==> src/rtl/ess_stats_map.vh <==
`ifndef ESS_STATS_MAP_VH
`define ESS_STATS_MAP_VH

// Register indices of the statistics page
`define ESS_IDX_STATUS 7'h02
`define ESS_IDX_ROW 7'h04
`define ESS_IDX_LEFT 7'h05
`define ESS_IDX_RIGHT 7'h06
`define ESS_IDX_FRAME 7'h07
`define ESS_IDX_ZONE1 7'h08
`define ESS_IDX_ZONE2 7'h09
`define ESS_IDX_ZONE3 7'h0a
`define ESS_IDX_ZONE4 7'h0b

// Indices of the deferred exposure page registers
`define ESS_IDX_FINE 7'h21
`define ESS_IDX_COARSE 7'h23
`define ESS_IDX_GAIN 7'h24
`define ESS_IDX_CLKDIV 7'h25

// Status bit positions
`define ESS_ST_EXP 0
`define ESS_ST_CLKDIV 1
`define ESS_ST_GAIN 2
`define ESS_ST_ODD 3
`define ESS_ST_CALFAIL 4

// Reset values
`define ESS_RST_STAT 8'h00
`define ESS_RST_FINE 8'h00
`define ESS_RST_COARSE 8'h70
`define ESS_RST_GAIN 8'h00
`define ESS_RST_CLKDIV 8'h00

// Video timing: 256 pixel clocks a line, 256 lines a frame
`define ESS_CNT_MAX 8'hff
`define ESS_ACT_PIX 8'ha0
`define ESS_HALF_PIX 8'h50
`define ESS_ACT_LINES 8'h78
`define ESS_BIN_LINES 8'h1e

// Divisors for the averages
`define ESS_HALF_DIV 15'h0050
`define ESS_BIN_DIV 14'h003c
`define ESS_FRAME_DIV 16'h00f0

`endif

==> src/rtl/ess_gray_counter.v <==
`include "ess_stats_map.vh"

module ess_gray_counter (
    // Clock and reset
    input wire clk,
    input wire nrst,
    // Count control
    input wire advance,
    // Count outputs
    output reg [7:0] grayCount_q,
    output wire [7:0] binCount,
    output wire wrap
);

    // Gray to binary by running XOR from the top bit
    function [7:0] grayToBin;
        input [7:0] g;
        integer i;
        begin
            grayToBin[7] = g[7];
            for (i = 6; i >= 0; i = i - 1) begin
                grayToBin[i] = grayToBin[i + 1] ^ g[i];
            end
        end
    endfunction

    wire [7:0] nextBin;
    wire [7:0] grayCount_d;

    // Full 2^8 period keeps even the wrap a one-bit change
    assign binCount = grayToBin(grayCount_q);
    assign nextBin = binCount + 8'h01;
    assign grayCount_d = nextBin ^ {1'b0, nextBin[7:1]};
    assign wrap = advance && (binCount == `ESS_CNT_MAX);

    // Only the gray code is stored; binary is derived
    always @(posedge clk or negedge nrst) begin
        if (!nrst) begin
            grayCount_q <= 8'h00;
        end else if (advance) begin
            grayCount_q <= grayCount_d;
        end
    end

endmodule // ess_gray_counter

==> src/rtl/ess_half_mean.v <==
`include "ess_stats_map.vh"

module ess_half_mean (
    // Clock and reset
    input wire clk,
    input wire nrst,
    // Pixel stream
    input wire addEn,
    input wire firstPix,
    input wire lastPix,
    input wire [7:0] pixel,
    // Latched mean
    output reg [7:0] mean_q
);

    reg [14:0] sum_q;
    wire [14:0] sumNext;
    wire [14:0] quotient;

    // First pixel restarts the sum so no clear cycle is needed
    assign sumNext = firstPix ? {7'h00, pixel} : sum_q + {7'h00, pixel};
    assign quotient = sumNext / `ESS_HALF_DIV;

    // Sum and latch; latch holds until the next half completes
    always @(posedge clk or negedge nrst) begin
        if (!nrst) begin
            sum_q <= 15'h0000;
            mean_q <= 8'h00;
        end else if (addEn) begin
            sum_q <= sumNext;
            if (lastPix) begin
                mean_q <= quotient[7:0];
            end
        end
    end

endmodule // ess_half_mean

==> src/rtl/ess_stats_top.v <==
`include "ess_stats_map.vh"

// Function
// - New exposure values wait for a frame start; gain and clock division do too unless their immediate option is on.
// - Status bit 0 flags an exposure write until the controller takes it.
// - Status bit 1 flags a clock division write until it is taken.
// - Status bit 2 flags a gain write until it is taken.
// - Status bit 3 toggles at every new frame and resets to zero.
// - Status bit 4 sets on a failed black calibration until one passes.
// - Pixel and line counters run in gray code, one bit change a clock.
// - The line count is converted to binary and only binary is read.
// - The row register shows the binary line number in bits 7 to 0.
// - Qualified left half pixels are summed and the mean is latched.
// - The right half is then summed and latched separately.
// - Each half mean stays valid until its own next latch; right lags left.
// - Each active line adds both half means into a running bin sum.
// - At frame end the bins give the previous frame mean.
// - Four zone mean registers at indices 8 to 11 reset to zero.
module ess_stats_top (
    // Clock and reset
    input wire clk,
    input wire nrst,
    // Register access from the serial slave
    input wire [6:0] regIndex,
    input wire regWrEn,
    input wire [7:0] regWrData,
    output reg [7:0] regRdData_q,
    // Immediate update options
    input wire immGainEn,
    input wire immClkDivEn,
    // Pixel data from the converter
    input wire [7:0] pixelData,
    // Black calibration result
    input wire calDone,
    input wire calInWindow,
    // Video timing
    output wire [7:0] grayPixel,
    output wire [7:0] grayLine,
    output reg frameStart_q,
    // Settings in force
    output reg [7:0] appliedFine_q,
    output reg [7:0] appliedCoarse_q,
    output reg [7:0] appliedGain_q,
    output reg [7:0] appliedClkDiv_q
);

    // Map an active line number to its zone
    function [1:0] zoneOf;
        input [7:0] line;
        begin
            if (line < `ESS_BIN_LINES) begin
                zoneOf = 2'h0;
            end else if (line < (`ESS_BIN_LINES + `ESS_BIN_LINES)) begin
                zoneOf = 2'h1;
            end else if (line < (`ESS_ACT_LINES - `ESS_BIN_LINES)) begin
                zoneOf = 2'h2;
            end else begin
                zoneOf = 2'h3;
            end
        end
    endfunction

    // Zone mean from one bin sum; the divide truncates
    function [7:0] zoneMeanOf;
        input [13:0] s;
        reg [13:0] q;
        begin
            q = s / `ESS_BIN_DIV;
            zoneMeanOf = q[7:0];
        end
    endfunction

    wire [7:0] pixBin;
    wire [7:0] lineBin;
    wire pixWrap;
    wire lineWrap;
    wire activeLine;
    wire leftAdd;
    wire rightAdd;
    wire lineEnd;
    wire frameEnd;
    wire [7:0] leftMean;
    wire [7:0] rightMean;
    wire wrFine;
    wire wrCoarse;
    wire wrGain;
    wire wrClkDiv;
    wire [7:0] status;
    wire [8:0] lineSum;
    wire [15:0] frameSum;
    wire [15:0] frameQuot;
    wire [1:0] curZone;
    reg [7:0] pendFine_q;
    reg [7:0] pendCoarse_q;
    reg [7:0] pendGain_q;
    reg [7:0] pendClkDiv_q;
    reg expPend_q;
    reg clkDivPend_q;
    reg gainPend_q;
    reg oddFrame_q;
    reg calFail_q;
    reg [13:0] binSum_q [0:3];
    reg [7:0] zoneMean_q [0:3];
    reg [7:0] frameMean_q;
    reg [7:0] rdData_d;
    integer z;

    // Pixel counter free runs; line counter steps at pixel wrap
    ess_gray_counter u_pixCnt (
        .clk(clk),
        .nrst(nrst),
        .advance(1'b1),
        .grayCount_q(grayPixel),
        .binCount(pixBin),
        .wrap(pixWrap)
    );

    ess_gray_counter u_lineCnt (
        .clk(clk),
        .nrst(nrst),
        .advance(pixWrap),
        .grayCount_q(grayLine),
        .binCount(lineBin),
        .wrap(lineWrap)
    );

    // Qualified window decode within each line
    assign activeLine = lineBin < `ESS_ACT_LINES;
    assign leftAdd = activeLine && (pixBin < `ESS_HALF_PIX);
    assign rightAdd = activeLine && (pixBin >= `ESS_HALF_PIX) &&
        (pixBin < `ESS_ACT_PIX);
    assign lineEnd = activeLine && (pixBin == `ESS_ACT_PIX);
    assign frameEnd = (lineBin == `ESS_ACT_LINES) && (pixBin == 8'h00);

    // Left half mean latched on its last pixel
    ess_half_mean u_leftMean (
        .clk(clk),
        .nrst(nrst),
        .addEn(leftAdd),
        .firstPix(pixBin == 8'h00),
        .lastPix(pixBin == (`ESS_HALF_PIX - 8'h01)),
        .pixel(pixelData),
        .mean_q(leftMean)
    );

    // Right half mean, a separate latch over the same line
    ess_half_mean u_rightMean (
        .clk(clk),
        .nrst(nrst),
        .addEn(rightAdd),
        .firstPix(pixBin == `ESS_HALF_PIX),
        .lastPix(pixBin == (`ESS_ACT_PIX - 8'h01)),
        .pixel(pixelData),
        .mean_q(rightMean)
    );

    // Register write decode of the deferred settings
    assign wrFine = regWrEn && (regIndex == `ESS_IDX_FINE);
    assign wrCoarse = regWrEn && (regIndex == `ESS_IDX_COARSE);
    assign wrGain = regWrEn && (regIndex == `ESS_IDX_GAIN);
    assign wrClkDiv = regWrEn && (regIndex == `ESS_IDX_CLKDIV);

    // Pending exposure; a write at frame start stays pending
    always @(posedge clk or negedge nrst) begin
        if (!nrst) begin
            pendFine_q <= `ESS_RST_FINE;
            pendCoarse_q <= `ESS_RST_COARSE;
            appliedFine_q <= `ESS_RST_FINE;
            appliedCoarse_q <= `ESS_RST_COARSE;
            expPend_q <= 1'b0;
        end else begin
            if (lineWrap && expPend_q) begin
                appliedFine_q <= pendFine_q;
                appliedCoarse_q <= pendCoarse_q;
            end
            if (wrFine) begin
                pendFine_q <= regWrData;
            end
            if (wrCoarse) begin
                pendCoarse_q <= regWrData;
            end
            // Set wins over the frame start clear
            if (wrFine || wrCoarse) begin
                expPend_q <= 1'b1;
            end else if (lineWrap) begin
                expPend_q <= 1'b0;
            end
        end
    end

    // Pending gain, or taken at once when the immediate option is on
    always @(posedge clk or negedge nrst) begin
        if (!nrst) begin
            pendGain_q <= `ESS_RST_GAIN;
            appliedGain_q <= `ESS_RST_GAIN;
            gainPend_q <= 1'b0;
        end else begin
            if (wrGain && immGainEn) begin
                appliedGain_q <= regWrData;
            end else if (lineWrap && gainPend_q) begin
                appliedGain_q <= pendGain_q;
            end
            if (wrGain) begin
                pendGain_q <= regWrData;
            end
            if (wrGain && !immGainEn) begin
                gainPend_q <= 1'b1;
            end else if (lineWrap || (wrGain && immGainEn)) begin
                gainPend_q <= 1'b0;
            end
        end
    end

    // Pending clock division, same scheme as gain
    always @(posedge clk or negedge nrst) begin
        if (!nrst) begin
            pendClkDiv_q <= `ESS_RST_CLKDIV;
            appliedClkDiv_q <= `ESS_RST_CLKDIV;
            clkDivPend_q <= 1'b0;
        end else begin
            if (wrClkDiv && immClkDivEn) begin
                appliedClkDiv_q <= regWrData;
            end else if (lineWrap && clkDivPend_q) begin
                appliedClkDiv_q <= pendClkDiv_q;
            end
            if (wrClkDiv) begin
                pendClkDiv_q <= regWrData;
            end
            if (wrClkDiv && !immClkDivEn) begin
                clkDivPend_q <= 1'b1;
            end else if (lineWrap || (wrClkDiv && immClkDivEn)) begin
                clkDivPend_q <= 1'b0;
            end
        end
    end

    // Frame parity and the frame start marker
    always @(posedge clk or negedge nrst) begin
        if (!nrst) begin
            oddFrame_q <= 1'b0;
            frameStart_q <= 1'b0;
        end else begin
            frameStart_q <= lineWrap;
            if (lineWrap) begin
                oddFrame_q <= ~oddFrame_q;
            end
        end
    end

    // Calibration fail is sticky until a passing calibration
    always @(posedge clk or negedge nrst) begin
        if (!nrst) begin
            calFail_q <= 1'b0;
        end else if (calDone) begin
            calFail_q <= ~calInWindow;
        end
    end

    // Both latched half means of the finished line
    assign lineSum = {1'b0, leftMean} + {1'b0, rightMean};
    assign curZone = zoneOf(lineBin);
    assign frameSum = {2'b00, binSum_q[0]} + {2'b00, binSum_q[1]} +
        {2'b00, binSum_q[2]} + {2'b00, binSum_q[3]};
    assign frameQuot = frameSum / `ESS_FRAME_DIV;

    // Zone sums; one line end cycle after the right latch
    always @(posedge clk or negedge nrst) begin
        if (!nrst) begin
            for (z = 0; z < 4; z = z + 1) begin
                binSum_q[z] <= 14'h0000;
                zoneMean_q[z] <= 8'h00;
            end
            frameMean_q <= 8'h00;
        end else if (lineEnd) begin
            binSum_q[curZone] <= binSum_q[curZone] +
                {5'h00, lineSum};
        end else if (frameEnd) begin
            // Divide and restart the bins in one cycle
            for (z = 0; z < 4; z = z + 1) begin
                zoneMean_q[z] <= zoneMeanOf(binSum_q[z]);
                binSum_q[z] <= 14'h0000;
            end
            frameMean_q <= frameQuot[7:0];
        end
    end

    // Status byte; top three bits are unused
    assign status = {3'b000, calFail_q, oddFrame_q, gainPend_q,
        clkDivPend_q, expPend_q};

    // Read mux; writes never reach any statistics register
    always @* begin
        case (regIndex)
            `ESS_IDX_STATUS: rdData_d = status;
            `ESS_IDX_ROW: rdData_d = lineBin;
            `ESS_IDX_LEFT: rdData_d = leftMean;
            `ESS_IDX_RIGHT: rdData_d = rightMean;
            `ESS_IDX_FRAME: rdData_d = frameMean_q;
            `ESS_IDX_ZONE1: rdData_d = zoneMean_q[0];
            `ESS_IDX_ZONE2: rdData_d = zoneMean_q[1];
            `ESS_IDX_ZONE3: rdData_d = zoneMean_q[2];
            `ESS_IDX_ZONE4: rdData_d = zoneMean_q[3];
            default: rdData_d = 8'h00;
        endcase
    end

    // Registered read data, one cycle behind the index
    always @(posedge clk or negedge nrst) begin
        if (!nrst) begin
            regRdData_q <= 8'h00;
        end else begin
            regRdData_q <= rdData_d;
        end
    end

endmodule // ess_stats_top

==> config.mk <==
export PLATFORM = sky130hd
export DESIGN_NAME = ess_stats_top
export DESIGN_NICKNAME = d
export VERILOG_FILES = /design/src/rtl/ess_gray_counter.v /design/src/rtl/ess_half_mean.v /design/src/rtl/ess_stats_top.v
export VERILOG_INCLUDE_DIRS = /design/src /design/src/rtl
export SDC_FILE = /design/constraint.sdc
export NUM_CORES = 1
export LEC_CHECK = 0
export BUFFER_PORTS_ARGS = -buffer_cell sky130_fd_sc_hd__buf_2
export CORE_ASPECT_RATIO = 2
export CORE_MARGIN = 4
export CORE_UTILIZATION = 58
export CTS_CLUSTER_DIAMETER = 120
export DETAILED_ROUTE_END_ITERATION = 12
export GPL_TIMING_DRIVEN = 0
export PLACE_DENSITY = 0.79
export SLEW_MARGIN = 10
export SYNTH_ARGS = -nofsm -noshare
export SYNTH_HDL_FRONTEND = slang
export SYNTH_SLANG_ARGS = --single-unit
==> constraint.sdc <==
create_clock -name clk -period 6.6 [get_ports clk]
set_input_delay 0.99 -clock clk [delete_from_list [all_inputs] [get_ports clk]]
set_output_delay 0.99 -clock clk [all_outputs]
set_load 0.005 [all_outputs]
-- Word level (Yosys, flattened, before mapping)
Cells that the tools add are included.
- order comparisons: 9
- add/subtract/negate cells: 9
- muxes and demuxes: 24
- div/mod/pow operators: 7
- equality and inequality tests: 20
- reductions and logical operators: 33
- bitwise operators: 20
- operator list (kind ; count):
    two-way mux 56 bit ; 2
    one-hot mux 8 bit (9 select lines) ; 1
    bitwise mux 56 bit ; 1
    divider 14 x 6 -> 14 bit, second input constant ; 4
    two-way mux 14 bit ; 3
    equality test 8 bit, second input constant ; 4
    two-way mux 8 bit ; 4
    adder 15 x 8 -> 15 bit ; 2
    divider 15 x 7 -> 15 bit, second input constant ; 2
    two-way mux 15 bit ; 2
    binary-select mux 14 bit (select 2 bit) ; 1
    demux 14 bit (select 2 bit) ; 1
    equality test 7 x 3 -> 1 bit, second input constant ; 4
    equality test 7 x 4 -> 1 bit, second input constant ; 4
    equality test 7 x 6 -> 1 bit, second input constant ; 4
    equality test 8 x 7 -> 1 bit, second input constant ; 3
    less-than comparator 8 x 7 -> 1 bit, second input constant ; 3
    logical AND 1 bit ; 18
    adder 15 x 14 -> 16 bit ; 1
    adder 16 x 14 -> 16 bit ; 1
    adder 8 x 1 -> 8 bit, second input constant ; 2
    divider 16 x 8 -> 16 bit, second input constant ; 1
    bitwise XOR 8 x 7 -> 8 bit ; 2
    adder 14 x 14 -> 15 bit ; 1
    19 further kinds ; 51
- logic and storage cells: 152
- flip-flop bits (word level): 236
- output and inout bits: 57
- bits of input ports: 30

-- Depth between registers and ports, before layout
- word-level depth: 18
- mapped depth: 34
- depth with buffers taken out: 33

-- Hierarchy
A second synthesis with hierarchy kept.
- cells, all modules: 2336
- area, all modules: 19517.5 um^2
- by module, submodules not included (module ; area an instance (um^2) ; sequential area each (um^2) ; times used ; cells an instance):
    ess_stats_top ; 12878.6 ; 4361.7 ; 1 ; 1534
    ess_half_mean ; 2706.3 ; 575.6 ; 2 ; 338
    ess_gray_counter ; 613.1 ; 200.2 ; 2 ; 63

-- Least setup slack after synthesis
OpenSTA, ideal clock, no wires.
- path kind: register -> register
- start: register u_lineCnt.grayCount_q[7]
- end: register binSum_q[55] in the netlist's numbering
- data required time: 6.517 ns
- stages on the path, launching flop included: 35
- data arrival time: 6.422 ns
- library setup time: 0.083 ns
- path buffers: 1
- clock period less this slack: 6.505 ns
- slack: 0.095 ns
- path through: dfrtp_1 -> inv_1 -> ha_1 -> ha_1 -> inv_1 -> ha_1 -> inv_1 -> ha_1 -> inv_1 -> ha_1 -> inv_1 -> ha_1 -> inv_1 -> a21oi_1 -> o21ai_0 -> a21oi_1 -> clkbuf_1 -> nor3_1 -> o21ai_0 -> o221ai_1 -> fa_1 -> inv_1 -> ha_1 -> fa_1 -> a21o_1 -> a21oi_1 -> o21bai_1 -> a21oi_1 -> o21bai_1 -> a21oi_1 -> nor3b_1 -> nand3b_1 -> xnor2_1 -> inv_1 -> o21ai_0
- word-level cells in the longest chain between the ends: 18
- elaborated cells between the ends (all ways): 30
- classes of those cells: add/sub (1); order compare (6); eq/ne (1); mux (10); bitwise (8); reduce/logical (4)
- ends and longest elaborated chain (item ; line ; source):
    start, declared ; ess_gray_counter.v:10 ; output reg [7:0] grayCount_q,
    start signal, assigned ; ess_gray_counter.v:41 ; grayCount_q <= grayCount_d;
    bitwise XOR 1 bit (7 in series) ; ess_gray_counter.v:22 ; grayToBin[i] = grayToBin[i + 1] ^ g[i];
    less-than comparator 8 x 7 -> 1 bit ; ess_stats_top.v:55 ; end else if (line < (`ESS_ACT_LINES - `ESS_BIN_LINES)) begin
    two-way mux 1 bit ; ess_stats_top.v:55 ;
    two-way mux 2 bit ; ess_stats_top.v:53 ; end else if (line < (`ESS_BIN_LINES + `ESS_BIN_LINES)) begin
    two-way mux 2 bit ; ess_stats_top.v:51 ; if (line < `ESS_BIN_LINES) begin
    inverter 2 -> 3 bit (not written as such) ; ess_stats_top.v:275 ; binSum_q[curZone] <= binSum_q[curZone] +
    binary-select mux 14 bit (select 2 bit), or another cell as far along ; ess_stats_top.v:275 ;
    two-way mux 14 bit (not written as such) or logical AND 1 bit (tied branches) ; ess_stats_top.v:275 ;
    two-way mux 14 bit (not written as such) ; ess_stats_top.v:275 ;
    adder 14 x 9 -> 14 bit or demux 14 bit (select 2 bit) (tied branches) ; ess_stats_top.v:275 ;
    bitwise mux 56 bit ; ess_stats_top.v:275 ;
    two-way mux 56 bit ; ess_stats_top.v:274 ; end else if (lineEnd) begin
    end signal, assigned by index ; ess_stats_top.v:275 ;
    end, declared ; ess_stats_top.v:102 ; reg [13:0] binSum_q [0:3];
Several ways; a longest one is shown, not always the timed one. The select of a mux whose other input is x is not followed.
A chain may end at the register's enable or synchronous reset.

-- Worst setup path after layout
- start: register u_lineCnt.grayCount_q[7]
- end: register binSum_q[41] in the netlist's numbering
Same word-level chain as after synthesis.

==> results by group <==
Critical path
  – CP max FO: 5
  – Critical path's most frequent cell: ha_4
  – R2R cell count: 34
  – Delay of the slowest critical-path stage: 570 ps
  – CP startpoint kind: flop
  – Worst EP required: a little over 7000 ps
  – CP max-delay cell: fa_1
  – Crit. End Element: flop
  – Flop-to-flop setup slack: ~85 ps
  – Critical path class: flop to flop
  – Crit path arrival time: 6980 ps

Layout
  – Area of the multi-input gates: between 10,000 and 15,000 um2
  – N_diodes: 0
  – Final Core Density: 66.75%
  – Layout Cells excl Fill: approximately 2,900
  – Layout area overhead: 12.94%
  – Share of cells above drive strength 1: between 10% and 20%
  – FILL cells: about 2,800
  – Register Area: around 5900 um2
  – Fin nets: 2,633

Detailed routing
  – Routed Antenna Nets: 0
  – Drt pass-1 iters: 8
  – Remaining DRCs: 0
  – Detailed Route WL: 68,890 um
  – Drt first-iter violations: roughly 1,300
  – Routed via count: just under 20,000
  – Wire per inst: ~23 um
  – Vias per cell: between 6 and 7

Floorplan
  – Die Ht: roughly 270 um
  – # rows: 94
  – Initial Utilization: 59.11%
  – Core Region: 33,050 um2
  – Die Width: about 140 um
  – Full die area: 36,860 um2
  – IO Count: 87

STA
  – Pins Over Slew Limit: 0
  – Worst-Margin Slew: approximately 1400 ps
  – Skew final: approximately 41 ps
  – Relative slew slack: around 8.8%
  – Setup violators final: 0
  – TNS Setup: 0 ps
  – Fin crit share: a little over nine tenths
  – Highest clock rate: 0.1535 GHz
  – Worst hold slack: 334.0 ps
  – Final min period: about 6500 ps
  – Hold Vio Cnt, Final: 0

Placed design
  – Routability cong.: 1.012
  – Cell Count Post-Placement: 2,885
  – Final HPWL DP: 52,550 um
  – Count of port buffers added during placement: 85

Synthesis
  – Avg Inst Size Synth: about 8.3 um2
  – FF+latch count, synth: 236
  – Post-synth EDFFs: 0
  – Syn Std Cell Area: 19,530 um2
  – Sequential area share after synthesis: a little over 30%
  – Syn_nets: approximately 2,500
  – Mapped Cells: 2,366
  – Count of warnings emitted by yosys: 0
  – Top_reg_cell synth: dfrtp_1
  – Number of distinct library cells after synthesis: about 120
  – Post-synthesis async set-or-reset flop share: 100.0%

Global routing
  – GRT overflow: 0
  – Largest net degree at the start of global routing: between 100 and 150
  – Vias in the first global route: 19,860
  – Gr usage total: a little under two fifths
  – Antenna violations before repair: 2
  – First-pass GRT wire length: around 110,000 um

Status
  – Status: complete, no violations

Clocking
  – H-tree depth: 1
  – CTS tree: done
  – Worst skew pair latency: approximately 580 ps
  – Worst-case clock buffer depth: 3
  – Reg clk slew, reported paths: about 70 ps
  – Num CTS Buffers: 23
  – Cts hold-fix bufs: 0
  – CTS Root Buffer Type: clkbuf_16
  – Clock Sinks: ~240

Power
  – Leakage: roughly 0.0094 uW
  – Tot Pwr: around 5500 uW
  – Power Density: around 250 nW/um2
  – Max VDD drop: between 300 and 400 uV

Run
  – Total of max-cap violations: 0

Worst hold path
  – Worst hold path type: input port to async pin
[worst max-delay path: cells and delay by family (launching register included)]
| kind | cells | cell delay, ps |
|---|---|---|
| flip-flops | 1 | 440 |
| XOR/XNOR | 1 | 140 |
| buffers and inverters | 9 | 720 |
| AO/OA/AOI/OAI | 12 | 2060 |
| adder cells (fa/ha/maj) | 9 | 2730 |
| AND/OR/NAND/NOR | 3 | 270 |
[timing repair]
action | CTS | global route
endpoints found under the setup margin | 53 | 34
buffers inserted | 5 | 26
cloned | 0 | 0
resized for setup | 62 | 76
pin swaps | 6 | 29
[cells in the mapped netlist, types with 30 or more instances]
master | n | share of area [%]
o21ai_0 | 228 | 5.8
fa_1 | 39 | 4.0
o211ai_1 | 33 | 1.3
xnor2_1 | 70 | 3.1
nand3_1 | 107 | 2.7
nor3_1 | 64 | 1.6
mux2_2 | 53 | 3.1
a21oi_1 | 122 | 3.1
clkbuf_1 | 104 | 2.0
dfrtp_1 | 230 | 29
a31oi_1 | 32 | 1.0
nor2_1 | 163 | 3.1
nand2_1 | 271 | 5.2
a211oi_1 | 30 | 1.2
mux2i_1 | 52 | 2.7
ha_1 | 67 | 4.3
inv_1 | 147 | 2.8
[area by class of cell]
class                           count  area share, %
Multi-Input combinational cell   1858          59.00
Sequential cell                   236          26.83
Timing Repair Buffer              118          3.278
Clock buffer                       26          2.751
Inverter                          150          2.637
Tap cell                          432          2.450
Buffer                            110          2.320
Clock inverter                     14         0.7316
[power by group]
| group | leakage (uW) | switching, uW | internal, uW |
|---|---|---|---|
| combinational | 0.00609 | 1570 | 983 |
| clock | 0.000376 | 632 | 754 |
| sequential | 0.00297 | 48.5 | 1520 |
| total | 0.00944 | 2260 | 3260 |
[per-layer routing]
layer | global-route usage (%) | wire length (um) | vias to the layer above
met5 | 0 | 23 | -
met4 | 36.41 | 8361 | 4
met3 | 6.635 | 3994 | 399
met2 | 65.88 | 34840 | 868
met1 | 33.86 | 21670 | 9353
li1 | - | - | 8868
[stage by stage]
step,worst slack [ps],instance area (um2)
5_1_grt,-66.38,22060
2_1_floorplan,94.90,19530
6_report,84.60,22060
4_1_cts,5.793,21610
3_5_place_dp,-1803,20560
3_3_place_gp,-1709,20500
[logic make-up (layout without fill, tap and decap cells)]
family / count (synthesis) / count (layout) / synth area share [%]
simple gates: 795 / 795 / 19.28
compound gates: 741 / 741 / 25.83
buf+inv: 272 / 418 / 5.515
flops: 236 / 236 / 30.27
fa+ha+maj: 123 / 123 / 9.166
mux: 105 / 105 / 5.720
xor+xnor: 94 / 94 / 4.215
[placed cells by master, fill, tap and decap left out, drive strengths merged, types with 12 or more instances in the layout]
cell / synthesis / layout
a31oi: 33 / 33
ha: 67 / 67
o21a: 24 / 24
and2: 30 / 30
a22oi: 27 / 27
inv: 148 / 151
clkbuf: 106 / 118
mux2: 53 / 53
a21o: 24 / 24
nand4: 25 / 25
o221ai: 13 / 13
buf: 16 / 136
nor3: 64 / 64
nand3: 109 / 109
maj3: 17 / 17
or2: 12 / 12
a211oi: 35 / 35
mux2i: 52 / 52
nand2: 271 / 271
nor2: 164 / 164
o22ai: 17 / 17
nand2b: 20 / 20
or3: 17 / 17
o31ai: 20 / 20
o211ai: 34 / 34
and3: 25 / 25
xnor2: 70 / 70
o21ai: 240 / 240
xor2: 24 / 24
nor4: 12 / 12
a21oi: 127 / 127
fa: 39 / 39
dfrtp: 230 / 230
nor2b: 14 / 14
[registers in the layout (all words and copies together), names as in the netlist, 15 cells and up, named ones only]
name / count
binSum_q: 56
u_leftMean.sum_q: 15
u_rightMean.sum_q: 15
zoneMean_q: 32
[path summary, 6_finish.rpt]
check                                         startpoint                  endpoint
worst max-delay path            u_lineCnt.grayCount_q[7]              binSum_q[41]
worst min-delay path                                nrst              binSum_q[54]
worst max register to register  u_lineCnt.grayCount_q[7]              binSum_q[41]
worst min register to register             pendGain_q[1]             pendGain_q[1]
max in group asynchronous                           nrst  u_lineCnt.grayCount_q[7]
min in group clk                           pendGain_q[1]             pendGain_q[1]
Power figures use the tool's default switching activity.
